==> src/two_wire_unit_pkg.sv <==
// Shared constants and types for the two-wire bus master
package two_wire_unit_pkg;

   // ==========================================================
   // Timing
   // ==========================================================
   localparam int CLK_PERIOD_NS = 5;
   localparam int BIT_TIME_NS = 10000;
   localparam int QUARTER_CYC = BIT_TIME_NS / (4 * CLK_PERIOD_NS);

   // ==========================================================
   // Byte framing
   // ==========================================================
   localparam logic [3:0] ACK_SLOT = 4'h8;
   localparam logic [3:0] LAST_DATA_BIT = 4'h7;
   localparam logic [1:0] INT_ADDR_NONE = 2'h0;

   // Kind of byte being moved
   localparam logic [1:0] K_ADDR = 2'h0;
   localparam logic [1:0] K_INT = 2'h1;
   localparam logic [1:0] K_DATA = 2'h2;

   // Quarter phases of one bit slot
   localparam logic [1:0] Q_SETUP = 2'h0;
   localparam logic [1:0] Q_RISE = 2'h1;
   localparam logic [1:0] Q_HIGH = 2'h2;
   localparam logic [1:0] Q_FALL = 2'h3;

   // ==========================================================
   // Reset values
   // ==========================================================
   localparam logic RST_FLAG = 1'b0;
   localparam logic LINE_IDLE = 1'b1;
   localparam logic [7:0] RST_BYTE = 8'h00;

   typedef enum logic [5:0] {
      s_idle = 6'h01,
      s_start = 6'h02,
      s_bit = 6'h04,
      s_hold = 6'h08,
      s_stop = 6'h10,
      s_lost = 6'h20
   } state_t;

endpackage : two_wire_unit_pkg

==> src/line_sync.sv <==
// Two-stage synchroniser for the sampled bus lines
`timescale 1ns/1ps
module line_sync #(
   parameter int WIDTH = 2
) (
   // Clock and reset
   input wire logic ref_clk,
   input wire logic sys_rst,
   // Lines
   input wire logic [WIDTH-1:0] async_in,
   output logic [WIDTH-1:0] sync_out
);

   logic [WIDTH-1:0] stage1_q;
   logic [WIDTH-1:0] stage2_q;

   always_ff @(posedge ref_clk) begin
      if (sys_rst) begin
         stage1_q <= {WIDTH{two_wire_unit_pkg::LINE_IDLE}};
         stage2_q <= {WIDTH{two_wire_unit_pkg::LINE_IDLE}};
      end else begin
         stage1_q <= async_in;
         stage2_q <= stage1_q;
      end
   end

   assign sync_out = stage2_q;

endmodule : line_sync

==> src/two_wire_unit_master.sv <==
// Two-wire bus master with internal address, quick command and arbitration
`timescale 1ns/1ps
module two_wire_unit_master #(
   parameter int QUARTER_CYC = two_wire_unit_pkg::QUARTER_CYC
) (
   // Clock and reset
   input wire logic ref_clk,
   input wire logic sys_rst,
   // Configuration
   input wire logic master_enable,
   input wire logic [6:0] target_device_address,
   input wire logic [1:0] internal_address_size,
   input wire logic [23:0] internal_address_bytes,
   input wire logic master_direction_bit,
   // Commands
   input wire logic start_cmd,
   input wire logic stop_cmd,
   input wire logic quick_cmd,
   input wire logic thr_write,
   input wire logic [7:0] thr_data,
   input wire logic rhr_read,
   input wire logic status_read,
   // Status
   output logic [7:0] rhr_data,
   output logic transmission_complete_flag,
   output logic transmit_ready_flag,
   output logic receive_ready_flag,
   output logic no_acknowledge_flag,
   output logic arbitration_lost_flag,
   // Bus pins
   input wire logic serial_clock_line_in,
   output logic serial_clock_line_out,
   output logic serial_clock_line_oe,
   input wire logic serial_data_line_in,
   output logic serial_data_line_out,
   output logic serial_data_line_oe
);

   localparam int DIV_W = $clog2(QUARTER_CYC);

   // ==========================================================
   // Line synchronisation and bus monitor
   // ==========================================================
   logic [1:0] lines_s;
   logic scl_s;
   logic sda_s;
   logic sda_prev_q;
   logic bus_busy_q;
   logic start_det;
   logic stop_det;

   line_sync #(.WIDTH(2)) u_sync (
      .ref_clk(ref_clk),
      .sys_rst(sys_rst),
      .async_in({serial_clock_line_in, serial_data_line_in}),
      .sync_out(lines_s)
   );

   assign scl_s = lines_s[1];
   assign sda_s = lines_s[0];
   assign start_det = scl_s && sda_prev_q && !sda_s;
   assign stop_det = scl_s && !sda_prev_q && sda_s;

   // Busy state stays internal
   always_ff @(posedge ref_clk) begin
      if (sys_rst) begin
         sda_prev_q <= two_wire_unit_pkg::LINE_IDLE;
         bus_busy_q <= two_wire_unit_pkg::RST_FLAG;
      end else begin
         sda_prev_q <= sda_s;
         if (start_det) begin
            bus_busy_q <= 1'b1;
         end else if (stop_det) begin
            bus_busy_q <= 1'b0;
         end
      end
   end

   // ==========================================================
   // Quarter-bit timebase
   // ==========================================================
   logic [DIV_W-1:0] div_q;
   logic tick;
   logic need_high;
   logic adv;
   two_wire_unit_pkg::state_t st_q;
   two_wire_unit_pkg::state_t st_d;
   logic [1:0] qc_q;
   logic [1:0] qc_d;

   assign tick = (div_q == DIV_W'(QUARTER_CYC - 1));
   assign need_high = (qc_q == two_wire_unit_pkg::Q_HIGH) &&
      (st_q == two_wire_unit_pkg::s_start || st_q == two_wire_unit_pkg::s_bit ||
       st_q == two_wire_unit_pkg::s_stop);
   // A slave holding the clock low stretches the high quarter
   assign adv = tick && !(need_high && !scl_s);

   always_ff @(posedge ref_clk) begin
      if (sys_rst) begin
         div_q <= '0;
      end else begin
         div_q <= tick ? '0 : div_q + 1'b1;
      end
   end

   // ==========================================================
   // Byte sources
   // ==========================================================
   function automatic logic [7:0] int_addr_pick(input logic [1:0] left,
                                                input logic [23:0] bytes);
      case (left)
         2'h3: int_addr_pick = bytes[23:16];
         2'h2: int_addr_pick = bytes[15:8];
         default: int_addr_pick = bytes[7:0];
      endcase
   endfunction : int_addr_pick

   logic [7:0] sh_q, sh_d;
   logic [3:0] bit_q, bit_d;
   logic [1:0] kind_q, kind_d;
   logic [1:0] int_left_q, int_left_d;
   logic rs_done_q, rs_done_d;
   logic wire_rd_q, wire_rd_d;
   logic nacked_q, nacked_d;
   logic scl_low_q, scl_low_d;
   logic sda_low_q, sda_low_d;
   logic req_q, quick_q, stop_req_q;
   logic thr_full_q, rhr_full_q, noack_q, arb_q, cmpl_q;
   logic [7:0] thr_q;
   logic [7:0] rhr_q;
   logic has_int;
   logic dir_bit;
   logic [7:0] addr_byte;
   logic rd_byte;
   logic accept;
   logic start_evt;
   logic end_evt;
   logic lost_evt, no_acknowledge_flag_set, rx_done, ack_end, thr_load;

   assign has_int = (internal_address_size != two_wire_unit_pkg::INT_ADDR_NONE);
   // Write phase first when an internal address is still to go
   assign dir_bit = quick_q ? master_direction_bit :
      (has_int && !rs_done_q) ? 1'b0 : master_direction_bit;
   assign addr_byte = {target_device_address, dir_bit};
   assign rd_byte = (kind_q == two_wire_unit_pkg::K_DATA) && wire_rd_q;
   assign accept = (st_q == two_wire_unit_pkg::s_idle) && req_q &&
      master_enable && !bus_busy_q;
   assign start_evt = master_enable && (start_cmd || quick_cmd ||
      (thr_write && !master_direction_bit && st_q == two_wire_unit_pkg::s_idle &&
       !req_q));
   assign end_evt = (st_q == two_wire_unit_pkg::s_stop && adv &&
      qc_q == two_wire_unit_pkg::Q_FALL) ||
      (st_q == two_wire_unit_pkg::s_lost && stop_det);

   // ==========================================================
   // Transfer sequencer
   // ==========================================================
   always_comb begin
      st_d = st_q;
      qc_d = qc_q;
      sh_d = sh_q;
      bit_d = bit_q;
      kind_d = kind_q;
      int_left_d = int_left_q;
      rs_done_d = rs_done_q;
      wire_rd_d = wire_rd_q;
      nacked_d = nacked_q;
      scl_low_d = scl_low_q;
      sda_low_d = sda_low_q;
      lost_evt = 1'b0;
      no_acknowledge_flag_set = 1'b0;
      rx_done = 1'b0;
      ack_end = 1'b0;
      thr_load = 1'b0;
      case (st_q)
         two_wire_unit_pkg::s_idle: begin
            // Lines released: no acknowledge, no slave takeover
            scl_low_d = 1'b0;
            sda_low_d = 1'b0;
            if (accept) begin
               st_d = two_wire_unit_pkg::s_start;
               qc_d = two_wire_unit_pkg::Q_SETUP;
               rs_done_d = 1'b0;
               int_left_d = quick_q ? two_wire_unit_pkg::INT_ADDR_NONE :
                  internal_address_size;
            end
         end
         two_wire_unit_pkg::s_start: begin
            if (adv) begin
               qc_d = qc_q + 2'h1;
               case (qc_q)
                  two_wire_unit_pkg::Q_SETUP: sda_low_d = 1'b0;
                  two_wire_unit_pkg::Q_RISE: scl_low_d = 1'b0;
                  two_wire_unit_pkg::Q_HIGH: sda_low_d = 1'b1;
                  default: begin
                     scl_low_d = 1'b1;
                     st_d = two_wire_unit_pkg::s_bit;
                     sh_d = addr_byte;
                     wire_rd_d = addr_byte[0];
                     kind_d = two_wire_unit_pkg::K_ADDR;
                     bit_d = 4'h0;
                     nacked_d = 1'b0;
                  end
               endcase
            end
         end
         two_wire_unit_pkg::s_bit: begin
            if (adv) begin
               qc_d = qc_q + 2'h1;
               case (qc_q)
                  two_wire_unit_pkg::Q_SETUP: begin
                     if (bit_q == two_wire_unit_pkg::ACK_SLOT) begin
                        sda_low_d = rd_byte && !stop_req_q;
                     end else begin
                        sda_low_d = !rd_byte && !sh_q[7];
                     end
                  end
                  two_wire_unit_pkg::Q_RISE: scl_low_d = 1'b0;
                  two_wire_unit_pkg::Q_HIGH: begin
                     if (bit_q == two_wire_unit_pkg::ACK_SLOT) begin
                        nacked_d = !rd_byte && sda_s;
                     end else if (rd_byte) begin
                        sh_d = {sh_q[6:0], sda_s};
                     end else if (sh_q[7] && !sda_s) begin
                        lost_evt = 1'b1;
                        st_d = two_wire_unit_pkg::s_lost;
                        sda_low_d = 1'b0;
                        scl_low_d = 1'b0;
                     end
                  end
                  default: begin
                     scl_low_d = 1'b1;
                     if (bit_q != two_wire_unit_pkg::ACK_SLOT) begin
                        bit_d = bit_q + 4'h1;
                        if (!rd_byte) begin
                           sh_d = {sh_q[6:0], 1'b0};
                        end
                        rx_done = rd_byte && (bit_q == two_wire_unit_pkg::LAST_DATA_BIT);
                     end else begin
                        ack_end = 1'b1;
                        bit_d = 4'h0;
                        if (!rd_byte && nacked_q) begin
                           no_acknowledge_flag_set = 1'b1;
                           st_d = two_wire_unit_pkg::s_stop;
                        end else if (quick_q) begin
                           st_d = two_wire_unit_pkg::s_stop;
                        end else if (rd_byte && stop_req_q) begin
                           st_d = two_wire_unit_pkg::s_stop;
                        end else if (kind_q != two_wire_unit_pkg::K_DATA &&
                                     int_left_q != two_wire_unit_pkg::INT_ADDR_NONE) begin
                           sh_d = int_addr_pick(int_left_q, internal_address_bytes);
                           kind_d = two_wire_unit_pkg::K_INT;
                           int_left_d = int_left_q - 2'h1;
                        end else if (kind_q != two_wire_unit_pkg::K_DATA &&
                                     master_direction_bit && !wire_rd_q) begin
                           st_d = two_wire_unit_pkg::s_start;
                           rs_done_d = 1'b1;
                        end else begin
                           kind_d = two_wire_unit_pkg::K_DATA;
                           st_d = two_wire_unit_pkg::s_hold;
                        end
                     end
                  end
               endcase
            end
         end
         two_wire_unit_pkg::s_hold: begin
            qc_d = two_wire_unit_pkg::Q_SETUP;
            if (wire_rd_q) begin
               if (!rhr_full_q) begin
                  st_d = two_wire_unit_pkg::s_bit;
               end
            end else if (thr_full_q) begin
               sh_d = thr_q;
               thr_load = 1'b1;
               st_d = two_wire_unit_pkg::s_bit;
            end else if (stop_req_q) begin
               st_d = two_wire_unit_pkg::s_stop;
            end else begin
               scl_low_d = 1'b1;
            end
         end
         two_wire_unit_pkg::s_stop: begin
            if (adv) begin
               qc_d = qc_q + 2'h1;
               case (qc_q)
                  two_wire_unit_pkg::Q_SETUP: sda_low_d = 1'b1;
                  two_wire_unit_pkg::Q_RISE: scl_low_d = 1'b0;
                  two_wire_unit_pkg::Q_HIGH: sda_low_d = 1'b0;
                  default: st_d = two_wire_unit_pkg::s_idle;
               endcase
            end
         end
         two_wire_unit_pkg::s_lost: begin
            scl_low_d = 1'b0;
            sda_low_d = 1'b0;
            if (stop_det) begin
               st_d = two_wire_unit_pkg::s_idle;
            end
         end
         default: st_d = two_wire_unit_pkg::s_idle;
      endcase
   end

   always_ff @(posedge ref_clk) begin
      if (sys_rst) begin
         st_q <= two_wire_unit_pkg::s_idle;
         qc_q <= two_wire_unit_pkg::Q_SETUP;
         sh_q <= two_wire_unit_pkg::RST_BYTE;
         bit_q <= 4'h0;
         kind_q <= two_wire_unit_pkg::K_ADDR;
         int_left_q <= two_wire_unit_pkg::INT_ADDR_NONE;
         {rs_done_q, wire_rd_q, nacked_q} <= 3'h0;
         {scl_low_q, sda_low_q} <= 2'h0;
      end else begin
         st_q <= st_d;
         qc_q <= qc_d;
         sh_q <= sh_d;
         bit_q <= bit_d;
         kind_q <= kind_d;
         int_left_q <= int_left_d;
         {rs_done_q, wire_rd_q, nacked_q} <= {rs_done_d, wire_rd_d, nacked_d};
         {scl_low_q, sda_low_q} <= {scl_low_d, sda_low_d};
      end
   end

   // ==========================================================
   // Requests and status flags (setting beats clearing, except for transmission_complete_flag)
   // ==========================================================
   always_ff @(posedge ref_clk) begin
      if (sys_rst) begin
         {req_q, quick_q, stop_req_q} <= 3'h0;
         {thr_full_q, rhr_full_q} <= 2'h0;
         {noack_q, arb_q} <= 2'h0;
         cmpl_q <= two_wire_unit_pkg::RST_FLAG;
      end else begin
         req_q <= start_evt || (req_q && !accept);
         quick_q <= (quick_cmd && master_enable) || (quick_q && !end_evt);
         stop_req_q <= stop_cmd || (stop_req_q && !end_evt);
         thr_full_q <= thr_write || (thr_full_q && !thr_load);
         rhr_full_q <= rx_done || (rhr_full_q && !rhr_read);
         noack_q <= no_acknowledge_flag_set || (noack_q && !status_read);
         arb_q <= lost_evt || (arb_q && !status_read);
         cmpl_q <= (st_d == two_wire_unit_pkg::s_idle) && !start_evt && !req_q;
      end
   end

   always_ff @(posedge ref_clk) begin
      if (sys_rst) begin
         thr_q <= two_wire_unit_pkg::RST_BYTE;
         rhr_q <= two_wire_unit_pkg::RST_BYTE;
      end else begin
         if (thr_write) begin
            thr_q <= thr_data;
         end
         if (rx_done) begin
            rhr_q <= sh_q;
         end
      end
   end

   // ==========================================================
   // Outputs
   // ==========================================================
   assign rhr_data = rhr_q;
   assign transmission_complete_flag = cmpl_q;
   assign transmit_ready_flag = !thr_full_q;
   assign receive_ready_flag = rhr_full_q;
   assign no_acknowledge_flag = noack_q;
   assign arbitration_lost_flag = arb_q;
   assign serial_clock_line_out = 1'b0;
   assign serial_clock_line_oe = scl_low_q;
   assign serial_data_line_out = 1'b0;
   assign serial_data_line_oe = sda_low_q;
endmodule : two_wire_unit_master

==> config.mk <==
export PLATFORM = sky130hd
export DESIGN_NAME = two_wire_unit_master
export DESIGN_NICKNAME = d
export VERILOG_FILES = /design/src/two_wire_unit_pkg.sv /design/src/line_sync.sv /design/src/two_wire_unit_master.sv
export SDC_FILE = /design/constraint.sdc
export NUM_CORES = 1
export LEC_CHECK = 0
export BUFFER_PORTS_ARGS = -buffer_cell sky130_fd_sc_hd__buf_2
export CAP_MARGIN = 20
export CORE_ASPECT_RATIO = 0.6
export CORE_MARGIN = 2
export CORE_UTILIZATION = 60
export DETAILED_ROUTE_END_ITERATION = 16
export GPL_ROUTABILITY_DRIVEN = 0
export PLACE_DENSITY = 0.85
export SLEW_MARGIN = 20
export SYNTH_ARGS = -nofsm -noshare
export SYNTH_HDL_FRONTEND = slang
export SYNTH_SLANG_ARGS = --single-unit
==> constraint.sdc <==
create_clock -name ref_clk -period 3.7 [get_ports ref_clk]
set_input_delay 0.185 -clock ref_clk [delete_from_list [all_inputs] [get_ports ref_clk]]
set_output_delay 0.185 -clock ref_clk [all_outputs]
set_load 0.005 [all_outputs]
# Word-level counts from Yosys, hierarchy flattened
# Cells that the tools add are included.
[classes]
n_addsub = 4
mul = 0
div_mod_pow = 0
order_cmp = 0
n_eq_ne = 55
shift = 0
n_mux = 127
bitwise_logic = 1
n_reduce_logical = 96
[op_table]
columns = ["operator", "count"]
rows = [
  ["$mux W6", 19],
  ["$mux W8", 13],
  ["$mux W1", 50],
  ["$mux W2", 21],
  ["$ne A2 B2 Y1 const B", 20],
  ["$logic_and A1 B1 Y1", 39],
  ["$pmux W6 S6", 1],
  ["$pmux W8 S2", 2],
  ["$reduce_and A10 Y1", 3],
  ["$mux W4", 6],
  ["$pmux W8 S3", 1],
  ["$logic_not A1 Y1", 19],
  ["$ne A4 B4 Y1 const B", 4],
  ["$reduce_and A14 Y1", 1],
  ["$reduce_and A13 Y1", 1],
  ["$eq A6 B1 Y1 const B", 2],
  ["$logic_or A1 B1 Y1", 12],
  ["$ne A3 B2 Y1 const B", 4],
  ["$ne A3 B3 Y1 const B", 4],
  ["$pmux W1 S2", 6],
  ["$pmux W6 S2", 1],
  ["$eq A2 B2 Y1 const B", 5],
  ["$ne A2 B1 Y1 const B", 5],
  ["$reduce_bool A2 Y1", 5],
  ["32 further kinds", 39],
]
[totals]
regBits = 68
latch_bits = 0
mem_bits_rw = 0
mem_bits_ro = 0
inputBits = 53
out_inout_bits = 17
elab_cells = 309
memories = 0

# Logic depth before layout (Yosys ltp)
[depth]
depth_word = 15
ltp_mapped = 10
ltp_nobuf = 8

# Cells and area by module
# From an unflattened synthesis, not the netlist that was laid out.
[hier_totals]
cells_unflattened = 465
hier_area_um2 = 3887.5
[modules_own_cells]
columns = ["module", "instances", "cells_each", "area_each_um2"]
rows = [
  ["two_wire_unit_master", 1, 457, 3782.4],
  ["line_sync", 1, 8, 105.1],
]

# Least setup slack after synthesis
# No wires, ideal clock.
[synth_timing]
kind = "flip-flop to flip-flop"
startpoint = "register bit_q[0]"
endpoint = "register sh_q[0]"
arrival_ns = 2.045
t_required_ns = 3.566
setup_slack_ns = 1.521
path_stages_with_launch = 11
path_cell_list = "dfxtp_1 -> inv_1 -> ha_1 -> and3b_1 -> clkbuf_2 -> nor2_1 -> a31oi_1 -> o31ai_1 -> and2_1 -> buf_2 -> a211oi_1"
[synth_between]
elab_chain_cells = 5
elab_cells_between_ends = 13
classes_between = "8 x eq/ne; 4 x mux; 1 x reduce/logical"
[synth_lines]
columns = ["element", "line_no", "text"]
rows = [
  ["start: declaration", "two_wire_unit_master.sv:119", "logic [3:0] bit_q, bit_d;"],
  ["start signal: assignment", "two_wire_unit_master.sv:319", "bit_q <= bit_d;"],
  ["$ne A4 B4 Y1", "two_wire_unit_master.sv:233", "if (bit_q != two_wire_unit_pkg::ACK_SLOT) begin"],
  ["$mux W8", "two_wire_unit_master.sv:233", ""],
  ["$pmux W8 S2", "two_wire_unit_master.sv:210", "case (qc_q)"],
  ["$mux W8", "two_wire_unit_master.sv:208", "if (adv) begin"],
  ["$pmux W8 S3", "two_wire_unit_master.sv:175", "case (st_q)"],
  ["end signal: assignment", "two_wire_unit_master.sv:309", "sh_q <= two_wire_unit_pkg::RST_BYTE;"],
  ["end: declaration", "two_wire_unit_master.sv:118", "logic [7:0] sh_q, sh_d;"],
]
# Several ways; a longest one is shown, not always the timed one. The select of a mux whose other input is x is not followed.
# A chain may end at the register's enable or synchronous reset.

# Final worst setup path
[layout_timing]
startpoint = "register st_q[4]"
endpoint = "register int_left_q[1]"
[layout_between]
elab_chain_cells = 9
elab_cells_between_ends = 24
classes_between = "12 x eq/ne; 1 x mux; 11 x reduce/logical"
[layout_lines]
columns = ["element", "line_no", "text"]
rows = [
  ["start: declaration", "two_wire_unit_master.sv:86", "two_wire_unit_pkg::state_t st_q;"],
  ["start signal: assignment", "two_wire_unit_master.sv:307", "st_q <= two_wire_unit_pkg::s_idle;"],
  ["start signal: assignment", "two_wire_unit_master.sv:316", "st_q <= st_d;"],
  ["$eq A6 B2 Y1 or $eq A6 B3 Y1 (tied branches)", "two_wire_unit_master.sv:93, two_wire_unit_master.sv:175", ""],
  ["$logic_or A1 B1 Y1 (2 in series)", "two_wire_unit_master.sv:93", "(st_q == two_wire_unit_pkg::s_start || st_q == two_wire_unit_pkg::s_bit ||"],
  ["$logic_and A1 B1 Y1", "two_wire_unit_master.sv:92", "assign need_high = (qc_q == two_wire_unit_pkg::Q_HIGH) &&"],
  ["$logic_and A1 B1 Y1", "two_wire_unit_master.sv:96", "assign adv = tick && !(need_high && !scl_s);"],
  ["$logic_not A1 Y1", "two_wire_unit_master.sv:96", ""],
  ["$logic_and A1 B1 Y1", "two_wire_unit_master.sv:96", ""],
  ["$ne A2 B2 Y1 (no source line)", "-", ""],
  ["$reduce_and A9 Y1 (no source line)", "-", ""],
  ["end signal: assignment", "two_wire_unit_master.sv:312", "int_left_q <= two_wire_unit_pkg::INT_ADDR_NONE;"],
  ["end signal: assignment", "two_wire_unit_master.sv:321", "int_left_q <= int_left_d;"],
  ["end: declaration", "two_wire_unit_master.sv:121", "logic [1:0] int_left_q, int_left_d;"],
]
# Several ways; a longest one is shown, not always the timed one.

==> flow_summary_export.csv <==
group,metric,value,unit
worst_setup_path,cpMaxStageDelayCell,"and2_1",
grt,grt_max_degree,62,
route,ant_nets,0,
grt,gr-usage-met1,46.2,%
placement,dpl.cell_count,580,
worst_hold_path,hp-class,"in2reg",
grt,antenna_found_initial,0,
final_layout,diodes,0,
route,vias,3827,
synth,synth_area_leaders,"dfxtp_1, nor2_1, mux2i_1",
synth,synthCells,458,
synth,synth.avg_cell_area,8.30,um2
clocking,clockBufferDepth,2,
run,max_cap_violations,0,
power,p_leak,0.00180,uW
floorplanning,ios,70,
worst_setup_path,path_cells,"nor4_4, and2_1, nand2_1, o22ai_1, nand2_1, a221oi_1",
route,drt-pass1-iter-count,8,
floorplanning,fp.dieH,65.7,um
synth,synth_flop_cell,"dfxtp_1",
floorplanning,coreArea,0.00611,mm2
floorplanning,initial_core_util,62.2,%
synth,yosysSeqAreaShare,35.8,%
route,drtIter0Drc,563,
clocking,cts_tree,"yes",
clocking,h-tree-depth,3,
timing,worst_clock_skew,0.00901,ns
final_layout,area_delta_synth_final,13.8,%
power,cellPowerDensity,365,mW/mm2
grt,grt-busiest-layer,"met1",
final_layout,fin_util,70.8,%
grt,gr-usage-met3,10.7,%
clocking,clock-sinks,68,
floorplanning,die_area,0.00701,mm2
timing,final-setup-viol-count,0,
final_layout,layout.nets,573,
placement,hpwl,8100,um
worst_setup_path,critPathArrivalTime,2.96,ns
synth,ys_ff_latch,68,
timing,max_freq,372,MHz
outcome,status,"finished clean",
route,drc,0,
worst_setup_path,cpMostUsedCell,"nand2_1",
timing,rsz0062_at_grt,"no",
final_layout,fin_cells,598,
synth,async_flop_share,0,%
final_layout,seq_area,0.00136,mm2
power,finalPower,1580,uW
worst_setup_path,cp.required,3.97,ns
synth,synth-edff-count,0,
worst_setup_path,max_stage_delay,0.65,ns
grt,track_usage,31.6,%
synth,synth_most_common_cell,"nor2_1",
worst_setup_path,critPathKind,"reg2reg",
route,wirelength,11000,um
synth,yosysWarnings,0,
synth,synth_top_area_cell,"dfxtp_1",
final_layout,multi_input_area,0.00225,mm2
final_layout,fillCellCount,504,
route,wl_per_cell,18.3,um
floorplanning,rows,22,
grt,grt_pass1_vias,3260,
grt,grt_overflow,0,
worst_setup_path,critPathTopFamily,"simple AND/OR/NAND/NOR gates",
grt,met2_usage,43.4,%
timing,worstMarginPinSlew,0.935,ns
timing,slew_headroom,37.1,%
clocking,cts_inserted_buffers,9,
synth,netlist.area_leader.share,35.8,%
timing,hold_viol,0,
worst_setup_path,cp_max_fo,19,
grt,grt_first_pass_wirelength,16700,um
timing,period_share,72.7,%
clocking,clk_pin_slew_worst_paths,0.08,ns
placement,io_buffer_count,67,
timing,tns,0,ns
synth,synthesis.area,0.00380,mm2
route,via_per_inst,6.40,
worst_setup_path,start_kind,"flip-flop",
clocking,clock_latency,0.36,ns
timing,slew_violations,0,
worst_setup_path,end_kind,"flip-flop",
worst_setup_path,crit_buf_inv,0,
timing,layout_min_cycle_time,2.69,ns
synth,synth_cell_type_count,61,
power,irDropWorstVdd,0.000265,V
floorplanning,fp.dieW,107,um
synth,synthTopCellsByCount,"nor2_1, dfxtp_1, a21oi_1",
clocking,cts-root-buf,"clkbuf_8",
final_layout,drive_gt1_share,20.8,%
-- worst reg2reg max path, cell delays in order, from the launching register on --
cell	delay (ns)
dfxtp_1	0.49
nor4_4	0.45
and2_1	0.65
nand2_1	0.16
o22ai_1	0.39
nand2_1	0.16
a221oi_1	0.30
-- cells in the final DEF, fill, tap and decap left out, types with 3 or more instances in the layout --
cell       n
a211oi_1  10
a21oi_1   30
a222oi_1   8
a22o_1     3
a22oi_1   10
a31oi_1   17
a32oi_1    4
a41oi_1    3
and2_1     4
and3_1     3
and3b_1    4
and4_1     3
buf_2     67
clkbuf_8   9
dfxtp_1   68
ha_1      11
inv_1     15
mux2i_1   20
nand2_1   24
nand2b_1   4
nand3_1   12
nand3b_1   5
nand4_1    3
nor2_1    76
nor2b_1    9
nor3_1    10
nor4_1     4
nor4_4     3
o21ai_0   12
o22ai_1    4
or2_2      8
xnor2_1    7
-- repair_timing --
action,in CTS,in global routing
hold endpoints to repair,1,0
hold buffers,1,0
buffers inserted,0,0
gates resized for setup,0,0
-- state kept, by name, indices dropped and copies added, names as in the netlist, 4 cells and up --
register	flops
sh_q	8
bit_q	4
div_q	9
thr_q	8
st_q	6
rhr_data	8
-- layout make-up --
cell class              count  area share [%]
repair buffers             69            8.44
well taps                  84            2.43
multi-input cells         346            51.9
flip-flops and latches     68            31.5
clock buffers              10            2.95
inverters                  15            1.30
clock inverters             6            1.50
-- logic make-up (layout without fill, tap and decap cells) --
kind of cell / Yosys count / in the layout / share of synthesized area [%]
AOI/OAI and AO/OA: 117 / 117 / 21.5
xor gates and xnor gates: 9 / 9 / 2.07
adders and majority gates: 11 / 11 / 3.62
buffers and inverters: 45 / 100 / 5.20
DFF: 68 / 68 / 35.8
muxes: 20 / 20 / 5.26
other: 1 / 2 / 0.0986
and+or+nand+nor: 187 / 187 / 26.5
-- metrics by stage --
step / area (um2) / hold WS (ns) / worst slack (ns)
after floorplan: 3810 / 0.289 / 1.52
after global placement: 4110 / 0.370 / 1.24
after detailed placement: 4110 / 0.373 / 1.12
after CTS: 4310 / 0.000124 / 1.10
after global routing: 4330 / 0.0115 / 0.883
final: 4330 / 0.0109 / 1.01
-- power breakdown --
| part | internal [uW] | leakage [uW] | switching [uW] | total [uW] |
|---|---|---|---|---|
| Combinational | 87.1 | 0.00115 | 105 | 193 |
| Clock | 311 | 0.0000962 | 291 | 601 |
| Sequential | 754 | 0.000553 | 30.0 | 784 |
-- final timing paths --
| path | startpoint | end | slack (ns) | cells past startpoint |
|---|---|---|---|---|
| worst max-delay path | st_q[4] | int_left_q[1] | 1.01 | 6 |
| worst min register to register | u_sync.stage1_q[1] | u_sync.sync_out[1] | 0.42 | 1 |
| worst min-delay path | serial_clock_line_in | u_sync.stage1_q[1] | 0.01 | 2 |
| worst max register to register | st_q[4] | int_left_q[1] | 1.01 | 6 |
-- per-layer routing --
layer	wire length, um	vias to the layer above
met5	0	-
met4	231	0
met3	1630	31
met2	4290	272
met1	4810	1749
li1	-	1775
Power figures use the tool's default switching activity.
